### src/pkg/ies_defines.svh
`ifndef IES_DEFINES_SVH
`define IES_DEFINES_SVH
// ----------------------------------------------------------------
// register offsets and fields
// ----------------------------------------------------------------
`define IES_OFS_CTRL       32'h0000_0000
`define IES_OFS_SHR        32'h0000_0004
`define IES_OFS_STATUS     32'h0000_0008
`define IES_OFS_EXCCNT     32'h0000_000c
`define IES_CTRL_EN_BIT    0
`define IES_CTRL_PNUM_LSB  8
`define IES_CTRL_ICIR_LSB  16
`define IES_CTRL_RST       32'h0000_0000
`define IES_SHR_RST        32'h0000_0000
// ----------------------------------------------------------------
// fixed memory locations and context block layout
// ----------------------------------------------------------------
`define IES_PAGE0_ICB_PTR  32'h0000_0014
`define IES_PAGE0_HANDLER  32'h0000_0018
`define IES_CXB_PREV_IDX   32'h0000_0000
`define IES_CXB_LEVEL      32'h0000_0004
`define IES_CXB_IDLE_SP    32'h0000_0008
`define IES_CXB_PREV_SP    32'h0000_000c
`define IES_CXB_INT_SP     32'h0000_0010
`define IES_PUSH_PC_OFS    32'h0000_0004
`define IES_PUSH_PSW_OFS   32'h0000_0008
`define IES_EXT_FRAME      32'h0000_0040
`define IES_IDLE_IDX_MARK  16'hffff
`define IES_STW_FLN_LSB    30
`define IES_FLN_EXTENDED   2'h1
`endif

### src/pkg/ies_pkg.sv
package ies_pkg;
   typedef struct packed {
      logic        valid;
      logic        write;
      logic        lock;
      logic        half;
      logic [7:0]  thr;
      logic [31:0] addr;
      logic [31:0] wdata;
   } ies_mem_req_t;

   typedef struct packed {
      logic        ack;
      logic        fault;
      logic [31:0] rdata;
   } ies_mem_rsp_t;

   typedef struct packed {
      logic        idle;
      logic        ring0;
      logic [31:0] next_pc;
      logic [31:0] stw;
      logic [31:0] sp;
   } ies_cpu_state_t;

   typedef struct packed {
      logic        valid;
      logic        thread_alloc;
      logic        stw_clear;
      logic [31:0] pc;
      logic [31:0] sp;
      logic [31:0] fp;
      logic [31:0] chan_report;
   } ies_cpu_load_t;

   typedef enum logic [3:0] {
      S_IDLE, S_CTX, S_PTR, S_HND, S_ISP, S_LVLR, S_LVLW, S_PCIR,
      S_SHR, S_PPC, S_PPSW, S_SSP, S_LDI, S_THR, S_FIN
   } ies_state_t;

   typedef enum logic [1:0] {
      P_IDLE, P_BASE, P_NEST
   } ies_path_t;
endpackage

### src/ies_sequencer.sv
// Implementation choices: register access over APB and the register addresses.
`timescale 1ns/10ps
`include "ies_defines.svh"

//Function
// - accepting an interrupt clears complex interrupt-on flag
// - acceptance checks evaluated on every clock
// - context block pointer read from 0x14
// - fetch nesting halfword, zero means base level
// - increment nesting level back, indivisibly
// - pushed pc is next instruction
// - handler entered disabled, channel request cleared
// - non-resident context block raises machine exception
// - stack pointer equals frame pointer at handler
// - idle processor is base level, idle stack
// - idle: load context index, thread id first
// - idle: fetch pointer, handler, idle stack pointer
// - idle: level one, saved context index minus one
// - idle: push zero pc, extended frame status
// - idle: save stack pointer, load interrupt stack
// - finish: clear status, report channel, jump
// - active: fetch pointer, test level in process
// - active base: context switch then store level
// - active base, outside ring 0: allocate shared ring 0 stack
// - active base: push, save, load, new thread
// - active base: handler fetch after ring crossing
// - nested: store level, handler, push, save
// - channel report is 29 zeros, 3-bit code
module ies_sequencer #(
   parameter int unsigned NCHAN = 8
) (
   input  wire logic                   ref_clk_i,
   input  wire logic                   rst_b_i,
   input  wire logic                   psel_i,
   input  wire logic                   penable_i,
   input  wire logic                   pwrite_i,
   input  wire logic [31:0]            paddr_i,
   input  wire logic [31:0]            pwdata_i,
   output logic      [31:0]            prdata_o,
   output logic                        pready_o,
   output logic                        pslverr_o,
   input  wire logic [NCHAN-1:0]       irq_pend_i,
   input  wire logic                   eni_i,
   output logic                        ion_o,
   output logic      [NCHAN-1:0]       chan_clear_o,
   input  wire ies_pkg::ies_cpu_state_t cpu_i,
   output ies_pkg::ies_cpu_load_t      cpu_load_o,
   output logic      [4:0]             ctx_idx_o,
   output logic      [7:0]             ctx_thr_o,
   output ies_pkg::ies_mem_req_t       mem_req_o,
   input  wire ies_pkg::ies_mem_rsp_t  mem_rsp_i,
   output logic                        mach_exc_o,
   output logic                        busy_o
);
   // ----------------------------------------------------------------
   // reset release
   // ----------------------------------------------------------------
   logic rst_meta_r;
   logic rst_sync_r;

   always_ff @(posedge ref_clk_i or negedge rst_b_i) begin
      if (!rst_b_i) begin
         rst_meta_r <= 1'b0;
         rst_sync_r <= 1'b0;
      end else begin
         rst_meta_r <= 1'b1;
         rst_sync_r <= rst_meta_r;
      end
   end

   // ----------------------------------------------------------------
   // declarations
   // ----------------------------------------------------------------
   logic [31:0]        ctrl_r;
   logic [31:0]        shr_r;
   logic [15:0]        exc_cnt_r;
   logic [2:0]         last_chan_r;
   ies_pkg::ies_state_t state_r;
   ies_pkg::ies_path_t  path_r;
   logic               ring0_r;
   logic [31:0]        pc_save_r;
   logic [31:0]        stw_save_r;
   logic [31:0]        sp_r;
   logic [31:0]        cxb_r;
   logic [31:0]        hnd_r;
   logic [15:0]        level_r;
   logic [2:0]         chan_r;
   logic               accept;
   logic [2:0]         pick;
   logic               is_mem;
   logic               op_write;
   logic               op_half;
   logic [31:0]        op_addr;
   logic [31:0]        op_wdata;
   logic               done;
   logic               fault;
   logic               apb_acc;

   // ----------------------------------------------------------------
   // register bus
   // ----------------------------------------------------------------
   // one wait state: the answer is prepared while pready is low
   assign apb_acc = psel_i & penable_i & pready_o;

   always_ff @(posedge ref_clk_i or negedge rst_sync_r) begin
      if (!rst_sync_r) begin
         pready_o  <= 1'b0;
         pslverr_o <= 1'b0;
         prdata_o  <= 32'h0000_0000;
      end else if (psel_i & penable_i & !pready_o) begin
         pready_o  <= 1'b1;
         pslverr_o <= 1'b0;
         prdata_o  <= 32'h0000_0000;
         if (paddr_i == `IES_OFS_CTRL) begin
            prdata_o <= ctrl_r;
         end else if (paddr_i == `IES_OFS_SHR) begin
            prdata_o <= shr_r;
         end else if (paddr_i == `IES_OFS_STATUS) begin
            prdata_o <= {24'h00_0000, 1'b0, last_chan_r, 2'h0, ion_o, busy_o};
         end else if (paddr_i == `IES_OFS_EXCCNT) begin
            prdata_o <= {16'h0000, exc_cnt_r};
         end else begin
            pslverr_o <= 1'b1;
         end
      end else begin
         pready_o  <= 1'b0;
         pslverr_o <= 1'b0;
      end
   end

   always_ff @(posedge ref_clk_i or negedge rst_sync_r) begin
      if (!rst_sync_r) begin
         ctrl_r <= `IES_CTRL_RST;
         shr_r  <= `IES_SHR_RST;
      end else if (apb_acc & pwrite_i) begin
         if (paddr_i == `IES_OFS_CTRL) begin
            ctrl_r <= pwdata_i;
         end else if (paddr_i == `IES_OFS_SHR) begin
            shr_r <= pwdata_i;
         end
      end
   end

   // ----------------------------------------------------------------
   // acceptance
   // ----------------------------------------------------------------
   // lowest pending channel wins; looked at afresh every cycle
   always_comb begin
      pick = 3'h0;
      for (int i = NCHAN - 1; i >= 0; i--) begin
         if (irq_pend_i[i]) begin
            pick = 3'(i);
         end
      end
   end

   assign accept = ion_o & ctrl_r[`IES_CTRL_EN_BIT] & (|irq_pend_i)
                   & (state_r == ies_pkg::S_IDLE);

   always_ff @(posedge ref_clk_i or negedge rst_sync_r) begin
      if (!rst_sync_r) begin
         ion_o        <= 1'b0;
         chan_clear_o <= '0;
      end else begin
         chan_clear_o <= '0;
         if (accept) begin
            ion_o              <= 1'b0;
            chan_clear_o[pick] <= 1'b1;
         end else if (eni_i & (state_r == ies_pkg::S_IDLE)) begin
            // re-enable is ignored mid-sequence so the handler starts disabled
            ion_o <= 1'b1;
         end
      end
   end

   // ----------------------------------------------------------------
   // memory operation of each state
   // ----------------------------------------------------------------
   always_comb begin
      is_mem   = 1'b1;
      op_write = 1'b0;
      op_half  = 1'b0;
      op_addr  = 32'h0000_0000;
      op_wdata = 32'h0000_0000;
      case (state_r)
         ies_pkg::S_PTR: begin
            op_addr = `IES_PAGE0_ICB_PTR;
         end
         ies_pkg::S_HND: begin
            op_addr = `IES_PAGE0_HANDLER;
         end
         ies_pkg::S_ISP: begin
            op_addr = cxb_r + `IES_CXB_IDLE_SP;
         end
         ies_pkg::S_LVLR: begin
            op_half = 1'b1;
            op_addr = cxb_r + `IES_CXB_LEVEL;
         end
         ies_pkg::S_LVLW: begin
            op_write = 1'b1;
            op_half  = 1'b1;
            op_addr  = cxb_r + `IES_CXB_LEVEL;
            op_wdata = {16'h0000, level_r + 16'h0001};
         end
         ies_pkg::S_PCIR: begin
            op_write = 1'b1;
            op_half  = 1'b1;
            op_addr  = cxb_r + `IES_CXB_PREV_IDX;
            op_wdata = {16'h0000, `IES_IDLE_IDX_MARK};
         end
         ies_pkg::S_SHR: begin
            op_addr = shr_r;
         end
         ies_pkg::S_PPC: begin
            op_write = 1'b1;
            op_addr  = sp_r - `IES_PUSH_PC_OFS;
            op_wdata = pc_save_r;
         end
         ies_pkg::S_PPSW: begin
            op_write = 1'b1;
            op_addr  = sp_r - `IES_PUSH_PSW_OFS;
            op_wdata = stw_save_r;
         end
         ies_pkg::S_SSP: begin
            op_write = 1'b1;
            op_addr  = cxb_r + `IES_CXB_PREV_SP;
            op_wdata = sp_r - `IES_EXT_FRAME;
         end
         ies_pkg::S_LDI: begin
            op_addr = cxb_r + `IES_CXB_INT_SP;
         end
         default: begin
            is_mem = 1'b0;
         end
      endcase
   end

   assign done  = is_mem & mem_req_o.valid & mem_rsp_i.ack;
   assign fault = done & mem_rsp_i.fault;

   // ----------------------------------------------------------------
   // memory request
   // ----------------------------------------------------------------
   // the request is held steady until the ack, then dropped for a cycle
   always_ff @(posedge ref_clk_i or negedge rst_sync_r) begin
      if (!rst_sync_r) begin
         mem_req_o <= '0;
      end else begin
         mem_req_o.thr <= ctx_thr_o;
         if (mem_req_o.valid & mem_rsp_i.ack) begin
            mem_req_o.valid <= 1'b0;
            if (mem_rsp_i.fault | (state_r == ies_pkg::S_LVLW)) begin
               mem_req_o.lock <= 1'b0;
            end
         end else if (is_mem & !mem_req_o.valid) begin
            mem_req_o.valid <= 1'b1;
            mem_req_o.write <= op_write;
            mem_req_o.half  <= op_half;
            mem_req_o.addr  <= op_addr;
            mem_req_o.wdata <= op_wdata;
            if (state_r == ies_pkg::S_LVLR) begin
               mem_req_o.lock <= 1'b1;
            end
         end
      end
   end

   // ----------------------------------------------------------------
   // sequencer
   // ----------------------------------------------------------------
   always_ff @(posedge ref_clk_i or negedge rst_sync_r) begin
      if (!rst_sync_r) begin
         state_r    <= ies_pkg::S_IDLE;
         path_r     <= ies_pkg::P_IDLE;
         ring0_r    <= 1'b0;
         pc_save_r  <= 32'h0000_0000;
         stw_save_r <= 32'h0000_0000;
         sp_r       <= 32'h0000_0000;
         cxb_r      <= 32'h0000_0000;
         hnd_r      <= 32'h0000_0000;
         level_r    <= 16'h0000;
         chan_r     <= 3'h0;
      end else if (fault) begin
         state_r <= ies_pkg::S_IDLE;
      end else begin
         case (state_r)
            ies_pkg::S_IDLE: begin
               if (accept) begin
                  chan_r     <= pick;
                  ring0_r    <= cpu_i.ring0;
                  sp_r       <= cpu_i.sp;
                  level_r    <= 16'h0000;
                  stw_save_r <= cpu_i.stw;
                  stw_save_r[`IES_STW_FLN_LSB+:2] <= `IES_FLN_EXTENDED;
                  if (cpu_i.idle) begin
                     path_r     <= ies_pkg::P_IDLE;
                     pc_save_r  <= 32'h0000_0000;
                     stw_save_r <= 32'h0000_0000;
                     stw_save_r[`IES_STW_FLN_LSB+:2] <= `IES_FLN_EXTENDED;
                     state_r    <= ies_pkg::S_CTX;
                  end else begin
                     path_r    <= ies_pkg::P_BASE;
                     pc_save_r <= cpu_i.next_pc;
                     state_r   <= ies_pkg::S_PTR;
                  end
               end
            end
            ies_pkg::S_CTX: begin
               state_r <= (path_r == ies_pkg::P_IDLE) ? ies_pkg::S_PTR
                                                      : ies_pkg::S_LVLW;
            end
            ies_pkg::S_PTR: begin
               if (done) begin
                  cxb_r   <= mem_rsp_i.rdata;
                  state_r <= (path_r == ies_pkg::P_IDLE) ? ies_pkg::S_HND
                                                         : ies_pkg::S_LVLR;
               end
            end
            ies_pkg::S_LVLR: begin
               if (done) begin
                  level_r <= mem_rsp_i.rdata[15:0];
                  if (mem_rsp_i.rdata[15:0] == 16'h0000) begin
                     state_r <= ies_pkg::S_CTX;
                  end else begin
                     path_r  <= ies_pkg::P_NEST;
                     state_r <= ies_pkg::S_LVLW;
                  end
               end
            end
            ies_pkg::S_LVLW: begin
               if (done) begin
                  if (path_r == ies_pkg::P_IDLE) begin
                     state_r <= ies_pkg::S_PCIR;
                  end else if ((path_r == ies_pkg::P_BASE) & !ring0_r) begin
                     state_r <= ies_pkg::S_SHR;
                  end else begin
                     state_r <= ies_pkg::S_HND;
                  end
               end
            end
            ies_pkg::S_SHR: begin
               if (done) begin
                  sp_r    <= mem_rsp_i.rdata;
                  state_r <= ies_pkg::S_HND;
               end
            end
            ies_pkg::S_HND: begin
               if (done) begin
                  hnd_r   <= mem_rsp_i.rdata;
                  state_r <= (path_r == ies_pkg::P_IDLE) ? ies_pkg::S_ISP
                                                         : ies_pkg::S_PPC;
               end
            end
            ies_pkg::S_ISP: begin
               if (done) begin
                  sp_r    <= mem_rsp_i.rdata;
                  state_r <= ies_pkg::S_LVLW;
               end
            end
            ies_pkg::S_PCIR: begin
               if (done) begin
                  state_r <= ies_pkg::S_PPC;
               end
            end
            ies_pkg::S_PPC: begin
               if (done) begin
                  state_r <= ies_pkg::S_PPSW;
               end
            end
            ies_pkg::S_PPSW: begin
               if (done) begin
                  state_r <= ies_pkg::S_SSP;
               end
            end
            ies_pkg::S_SSP: begin
               if (done) begin
                  // full extended frame is reserved even if only pc and status are written
                  sp_r    <= sp_r - `IES_EXT_FRAME;
                  state_r <= (path_r == ies_pkg::P_NEST) ? ies_pkg::S_FIN
                                                         : ies_pkg::S_LDI;
               end
            end
            ies_pkg::S_LDI: begin
               if (done) begin
                  sp_r    <= mem_rsp_i.rdata;
                  state_r <= (path_r == ies_pkg::P_BASE) ? ies_pkg::S_THR
                                                         : ies_pkg::S_FIN;
               end
            end
            ies_pkg::S_THR: begin
               state_r <= ies_pkg::S_FIN;
            end
            default: begin
               state_r <= ies_pkg::S_IDLE;
            end
         endcase
      end
   end

   // ----------------------------------------------------------------
   // context, handover and status
   // ----------------------------------------------------------------
   always_ff @(posedge ref_clk_i or negedge rst_sync_r) begin
      if (!rst_sync_r) begin
         ctx_idx_o <= 5'h00;
         ctx_thr_o <= 8'h00;
      end else if ((state_r == ies_pkg::S_CTX) | (state_r == ies_pkg::S_THR)) begin
         ctx_idx_o <= ctrl_r[`IES_CTRL_ICIR_LSB+:5];
         ctx_thr_o <= ctrl_r[`IES_CTRL_PNUM_LSB+:8];
      end
   end

   always_ff @(posedge ref_clk_i or negedge rst_sync_r) begin
      if (!rst_sync_r) begin
         cpu_load_o  <= '0;
         mach_exc_o  <= 1'b0;
         busy_o      <= 1'b0;
         exc_cnt_r   <= 16'h0000;
         last_chan_r <= 3'h0;
      end else begin
         cpu_load_o.valid        <= 1'b0;
         cpu_load_o.thread_alloc <= 1'b0;
         mach_exc_o              <= fault;
         busy_o                  <= (state_r != ies_pkg::S_IDLE) | accept;
         if (fault) begin
            exc_cnt_r <= exc_cnt_r + 16'h0001;
         end
         if (state_r == ies_pkg::S_FIN) begin
            cpu_load_o.valid        <= 1'b1;
            cpu_load_o.thread_alloc <= (path_r == ies_pkg::P_BASE);
            cpu_load_o.stw_clear    <= 1'b1;
            cpu_load_o.pc           <= hnd_r;
            cpu_load_o.sp           <= sp_r;
            cpu_load_o.fp           <= sp_r;
            cpu_load_o.chan_report  <= {29'h0000_0000, chan_r};
            last_chan_r             <= chan_r;
         end
      end
   end
endmodule

### config.mk
export PLATFORM = sky130hd
export DESIGN_NAME = ies_sequencer
export DESIGN_NICKNAME = d
export VERILOG_FILES = /design/src/pkg/ies_pkg.sv /design/src/ies_sequencer.sv
export VERILOG_INCLUDE_DIRS = /design/src /design/src/pkg
export SDC_FILE = /design/constraint.sdc
export NUM_CORES = 1
export LEC_CHECK = 0
export BUFFER_PORTS_ARGS = -buffer_cell sky130_fd_sc_hd__buf_2
export CAP_MARGIN = 15
export CORE_ASPECT_RATIO = 2
export CORE_MARGIN = 2
export CORE_UTILIZATION = 45
export DETAILED_ROUTE_END_ITERATION = 10
export PLACE_DENSITY = 0.71
export REMOVE_ABC_BUFFERS = 1
export SLEW_MARGIN = 10
export SYNTH_ARGS = -nofsm -noshare
export SYNTH_HDL_FRONTEND = slang
export SYNTH_SLANG_ARGS = --single-unit
### constraint.sdc
create_clock -name ref_clk_i -period 32.5 [get_ports ref_clk_i]
set_clock_uncertainty 0.2 [all_clocks]
set_input_delay 3.25 -clock ref_clk_i [delete_from_list [all_inputs] [get_ports ref_clk_i]]
set_output_delay 3.25 -clock ref_clk_i [all_outputs]
set_load 0.01 [all_outputs]
==> load_flow_metrics.sql <==
INSERT INTO impl_metrics (metric_group, metric, value, unit) VALUES
('timing', 'final_hold_viol_count', '0', ''),
('critical_path', 'path_cells', 'buf_2, or4_1, o21ai_4, buf_4, buf_4, o21ai_0', ''),
('routing', 'drt-vias-per-instance', '6.08', ''),
('routing', 'initialDrtViolationCount', '2165', ''),
('critical_path', 'setup.worst_path.end_class', 'flop', ''),
('global_route', 'track_usage', '31.3', '%'),
('routing', 'total_length_of_routed_wires', '87800', 'µm'),
('critical_path', 'timing.critical_path.mode_cell', 'buf_4', ''),
('critical_path', 'crit_path_start_kind', 'primary input', ''),
('critical_path', 'crit_arrival', '5740', 'ps'),
('place', 'io_buffers', '443', ''),
('timing', 'timing.final.ws_setup', '26980', 'ps'),
('routing', 'remaining_drc_errors', '0', ''),
('floorplanning', 'std_cell_rows', '119', ''),
('timing', 'final-setup-viol-count', '0', ''),
('final_layout', 'drive_above_1_share', '29.0', '%'),
('clock_tree', 'clock-sinks', '471', ''),
('power', 'internal_power_contribution', '1.36', 'mW'),
('global_route', 'antenna_found_initial', '3', ''),
('yosys', 'synth_top_area_share', '49.3', '%'),
('final_layout', 'final_core_utilization', '52.9', '%'),
('yosys', 'netlist_top_cells_area', 'dfrtp_1 (49%), mux2_2 (9.3%), nand2_1 (5.4%), o21ai_0 (4.7%), clkbuf_1 (2.4%)', ''),
('critical_path', 'critical_path.n_buffers_inverters', '3', ''),
('clock_tree', 'clock_tree.buffer_depth', '3', ''),
('yosys', 'synth_sequential_area_ratio', '49.3', '%'),
('floorplanning', 'die_x', '167', 'µm'),
('yosys', 'synth_edf_count', '0', ''),
('floorplanning', 'die_y', '330', 'µm'),
('power', 'static_leakage', '13.0', 'nW'),
('job', 'maxCapViolations', '0', ''),
('place', 'post_detail_place_hpwl', '64200', 'µm'),
('critical_path', 'critical-path-max-stage-delay', '650', 'ps'),
('clock_tree', 'holdBufCountCts', '0', ''),
('floorplanning', 'die_area', '0.0551', 'mm²'),
('clock_tree', 'cts-root-buf', 'clkbuf_16', ''),
('timing', 'measured_slew_at_the_worst_slew_check_pin', '1230', 'ps'),
('critical_path', 'critical-path-slowest-cell', 'or4_1', ''),
('power', 'switching_power', '0.973', 'mW'),
('power', 'switching_share', '41.8', '%'),
('critical_path', 'family_with_the_most_delay_on_the_worst_path', 'buffers and inverters', ''),
('timing', 'fmax', '181', 'MHz'),
('yosys', 'synth.ff_latch_count', '471', ''),
('timing', 'tns', '0', 'ps'),
('yosys', 'synth_commonest_cells', 'dfrtp_1 (471), nand2_1 (345), o21ai_0 (226), mux2_2 (198), clkbuf_1 (150)', ''),
('place', 'pre_cts_ws', '26370', 'ps'),
('clock_tree', 'tritoncts.num_buffers', '43', ''),
('timing', 'min_period_over_period', '17.0', '%'),
('yosys', 'synth_flop_cell', 'dfrtp_1', ''),
('worst_hold_path', 'hold_crit_class', 'reg -> async', ''),
('floorplanning', 'design.core.area', '0.0526', 'mm²'),
('place', 'gpl.final_weighted_congestion', '0.961', ''),
('routing', 'drt_first_pass_iters', '7', ''),
('yosys', 'syn_area_per_cell', '9.87', 'µm²'),
('routing', 'antenna_violating_nets_post_route', '0', ''),
('yosys', 'synth.cell_area', '0.0239', 'mm²'),
('yosys', 'count_of_cell_types_in_the_netlist', '81', ''),
('clock_tree', 'htree_num_levels', '2', ''),
('critical_path', 'worst_ep_required_time', '32720', 'ps'),
('critical_path', 'critical_path.max_fanout', '84', ''),
('clock_tree', 'clkTransAtPathRegs', '70', 'ps'),
('clock_tree', 'post-cts-setup-buffer-count', '0', ''),
('status', 'outcome', 'complete, no violations', ''),
('power', 'seqPwrFrac', '38.3', '%'),
('power', 'comb_power_share', '38.3', '%'),
('power', 'p_per_area', '83.8', 'mW/mm²'),
('routing', 'wl_per_cell', '25.6', 'µm'),
('yosys', 'ys.warnings.count', '0', ''),
('power', 'clkPwrFrac', '23.4', '%'),
('global_route', 'grt_first_pass_wirelength', '132000', 'µm'),
('timing', 'maxSlewViolCount', '0', ''),
('floorplanning', 'floorplan.initialDensity', '45.5', '%');
[cells in the final DEF (no fill, tap or decap), drive strengths merged, types with 30 or more instances in the layout]
cell,netlist,final
mux2,198,198
nor4,32,32
a21oi,92,92
conb,2,30
nor2,143,143
buf,92,484
clkbuf,152,57
xnor2,64,64
o21ai,229,229
a221oi,58,58
nand2,345,345
nand3,56,56
dfrtp,471,471
nor3,54,54
[cell families after synthesis]
| logic type | synth area share [%] |
|---|---|
| mux | 10.0 |
| fa+ha+maj | 0.471 |
| xor+xnor | 3.19 |
| flops | 49.3 |
| simple gates | 15.4 |
| compound gates | 16.3 |
| other cells | 0.0314 |
| buf+inv | 5.37 |
[power groups by stage]
stage,sequential [mW],combinational (mW),clock (mW)
floorplan,0.900,0.455,0
global placement,0.888,0.866,0
detailed placement,0.896,0.877,0
CTS,0.885,0.882,0.556
global route,0.905,0.953,0.577
finish,0.891,0.892,0.546
[through the flow]
| stage | hold WS (ps) | total power, mW | cells | area (µm²) |
|---|---|---|---|---|
| after floorplan | 131 | 1.36 | 2206 | 22800 |
| after global placement | 69.1 | 1.75 | 3355 | 26300 |
| after detailed placement | 72.4 | 1.77 | 3355 | 26300 |
| after CTS | 71.4 | 2.32 | 3431 | 27800 |
| after global routing | 98.2 | 2.43 | 3434 | 27800 |
| final | 53.3 | 2.33 | 3435 | 27800 |
[path summary, 6_finish.rpt]
path	start	to	slack (ps)	depth (start not counted)
setup / recovery	irq_pend_i[0]	stw_save_r[25]	26980	6
hold / removal	rst_sync_r	cpu_load_o[52]	50	0
setup reg to reg	sp_r[6]	mem_req_o[26]	28360	8
hold reg to reg	rst_sync_r	cpu_load_o[52]	50	0
max in group asynchronous	rst_sync_r	exc_cnt_r[5]	28750	3
min in group ref_clk_i	rst_meta_r	rst_sync_r	160	0
[layer usage]
metal  GRT usage [%]  vias to the layer above  part of all wire [%]
met3            3.50                      223                   6.1
met2            57.2                     1005                    52
met1            36.8                    10300                    37
met4            14.2                        0                   4.8
li1                -                     9303                     -
met5               0                        -                     0
[worst register-to-register path, stage by stage, from the launching register on]
cell      delay (ps)
dfrtp_1          460
inv_1            230
ha_1             370
nor4b_1          760
nand4_1          740
nor3_1           720
xor2_1           150
a222oi_1         230
o21ai_0          110
[cell type report]
type | count | area (µm²)
Inverter | 27 | 101
Sequential cell | 471 | 11800
Antenna cell | 4 | 10.0
Timing Repair Buffer | 484 | 2520
Clock inverter | 19 | 238
Fill cell | 4760 | 24700
Clock buffer | 57 | 1260
Tap cell | 665 | 832
Multi-Input combinational cell | 1708 | 11100
[flip-flops by register name, indices dropped and copies added, names as in the netlist, 5 cells and up]
name,flops
chan_clear_o,8
cpu_load_o,67
ctrl_r,32
ctx_idx_o,5
ctx_thr_o,8
cxb_r,32
exc_cnt_r,16
hnd_r,32
level_r,16
mem_req_o,76
pc_save_r,32
prdata_o,32
shr_r,32
sp_r,32
stw_save_r,31
Note: power is estimated with default switching activity, not from simulation.
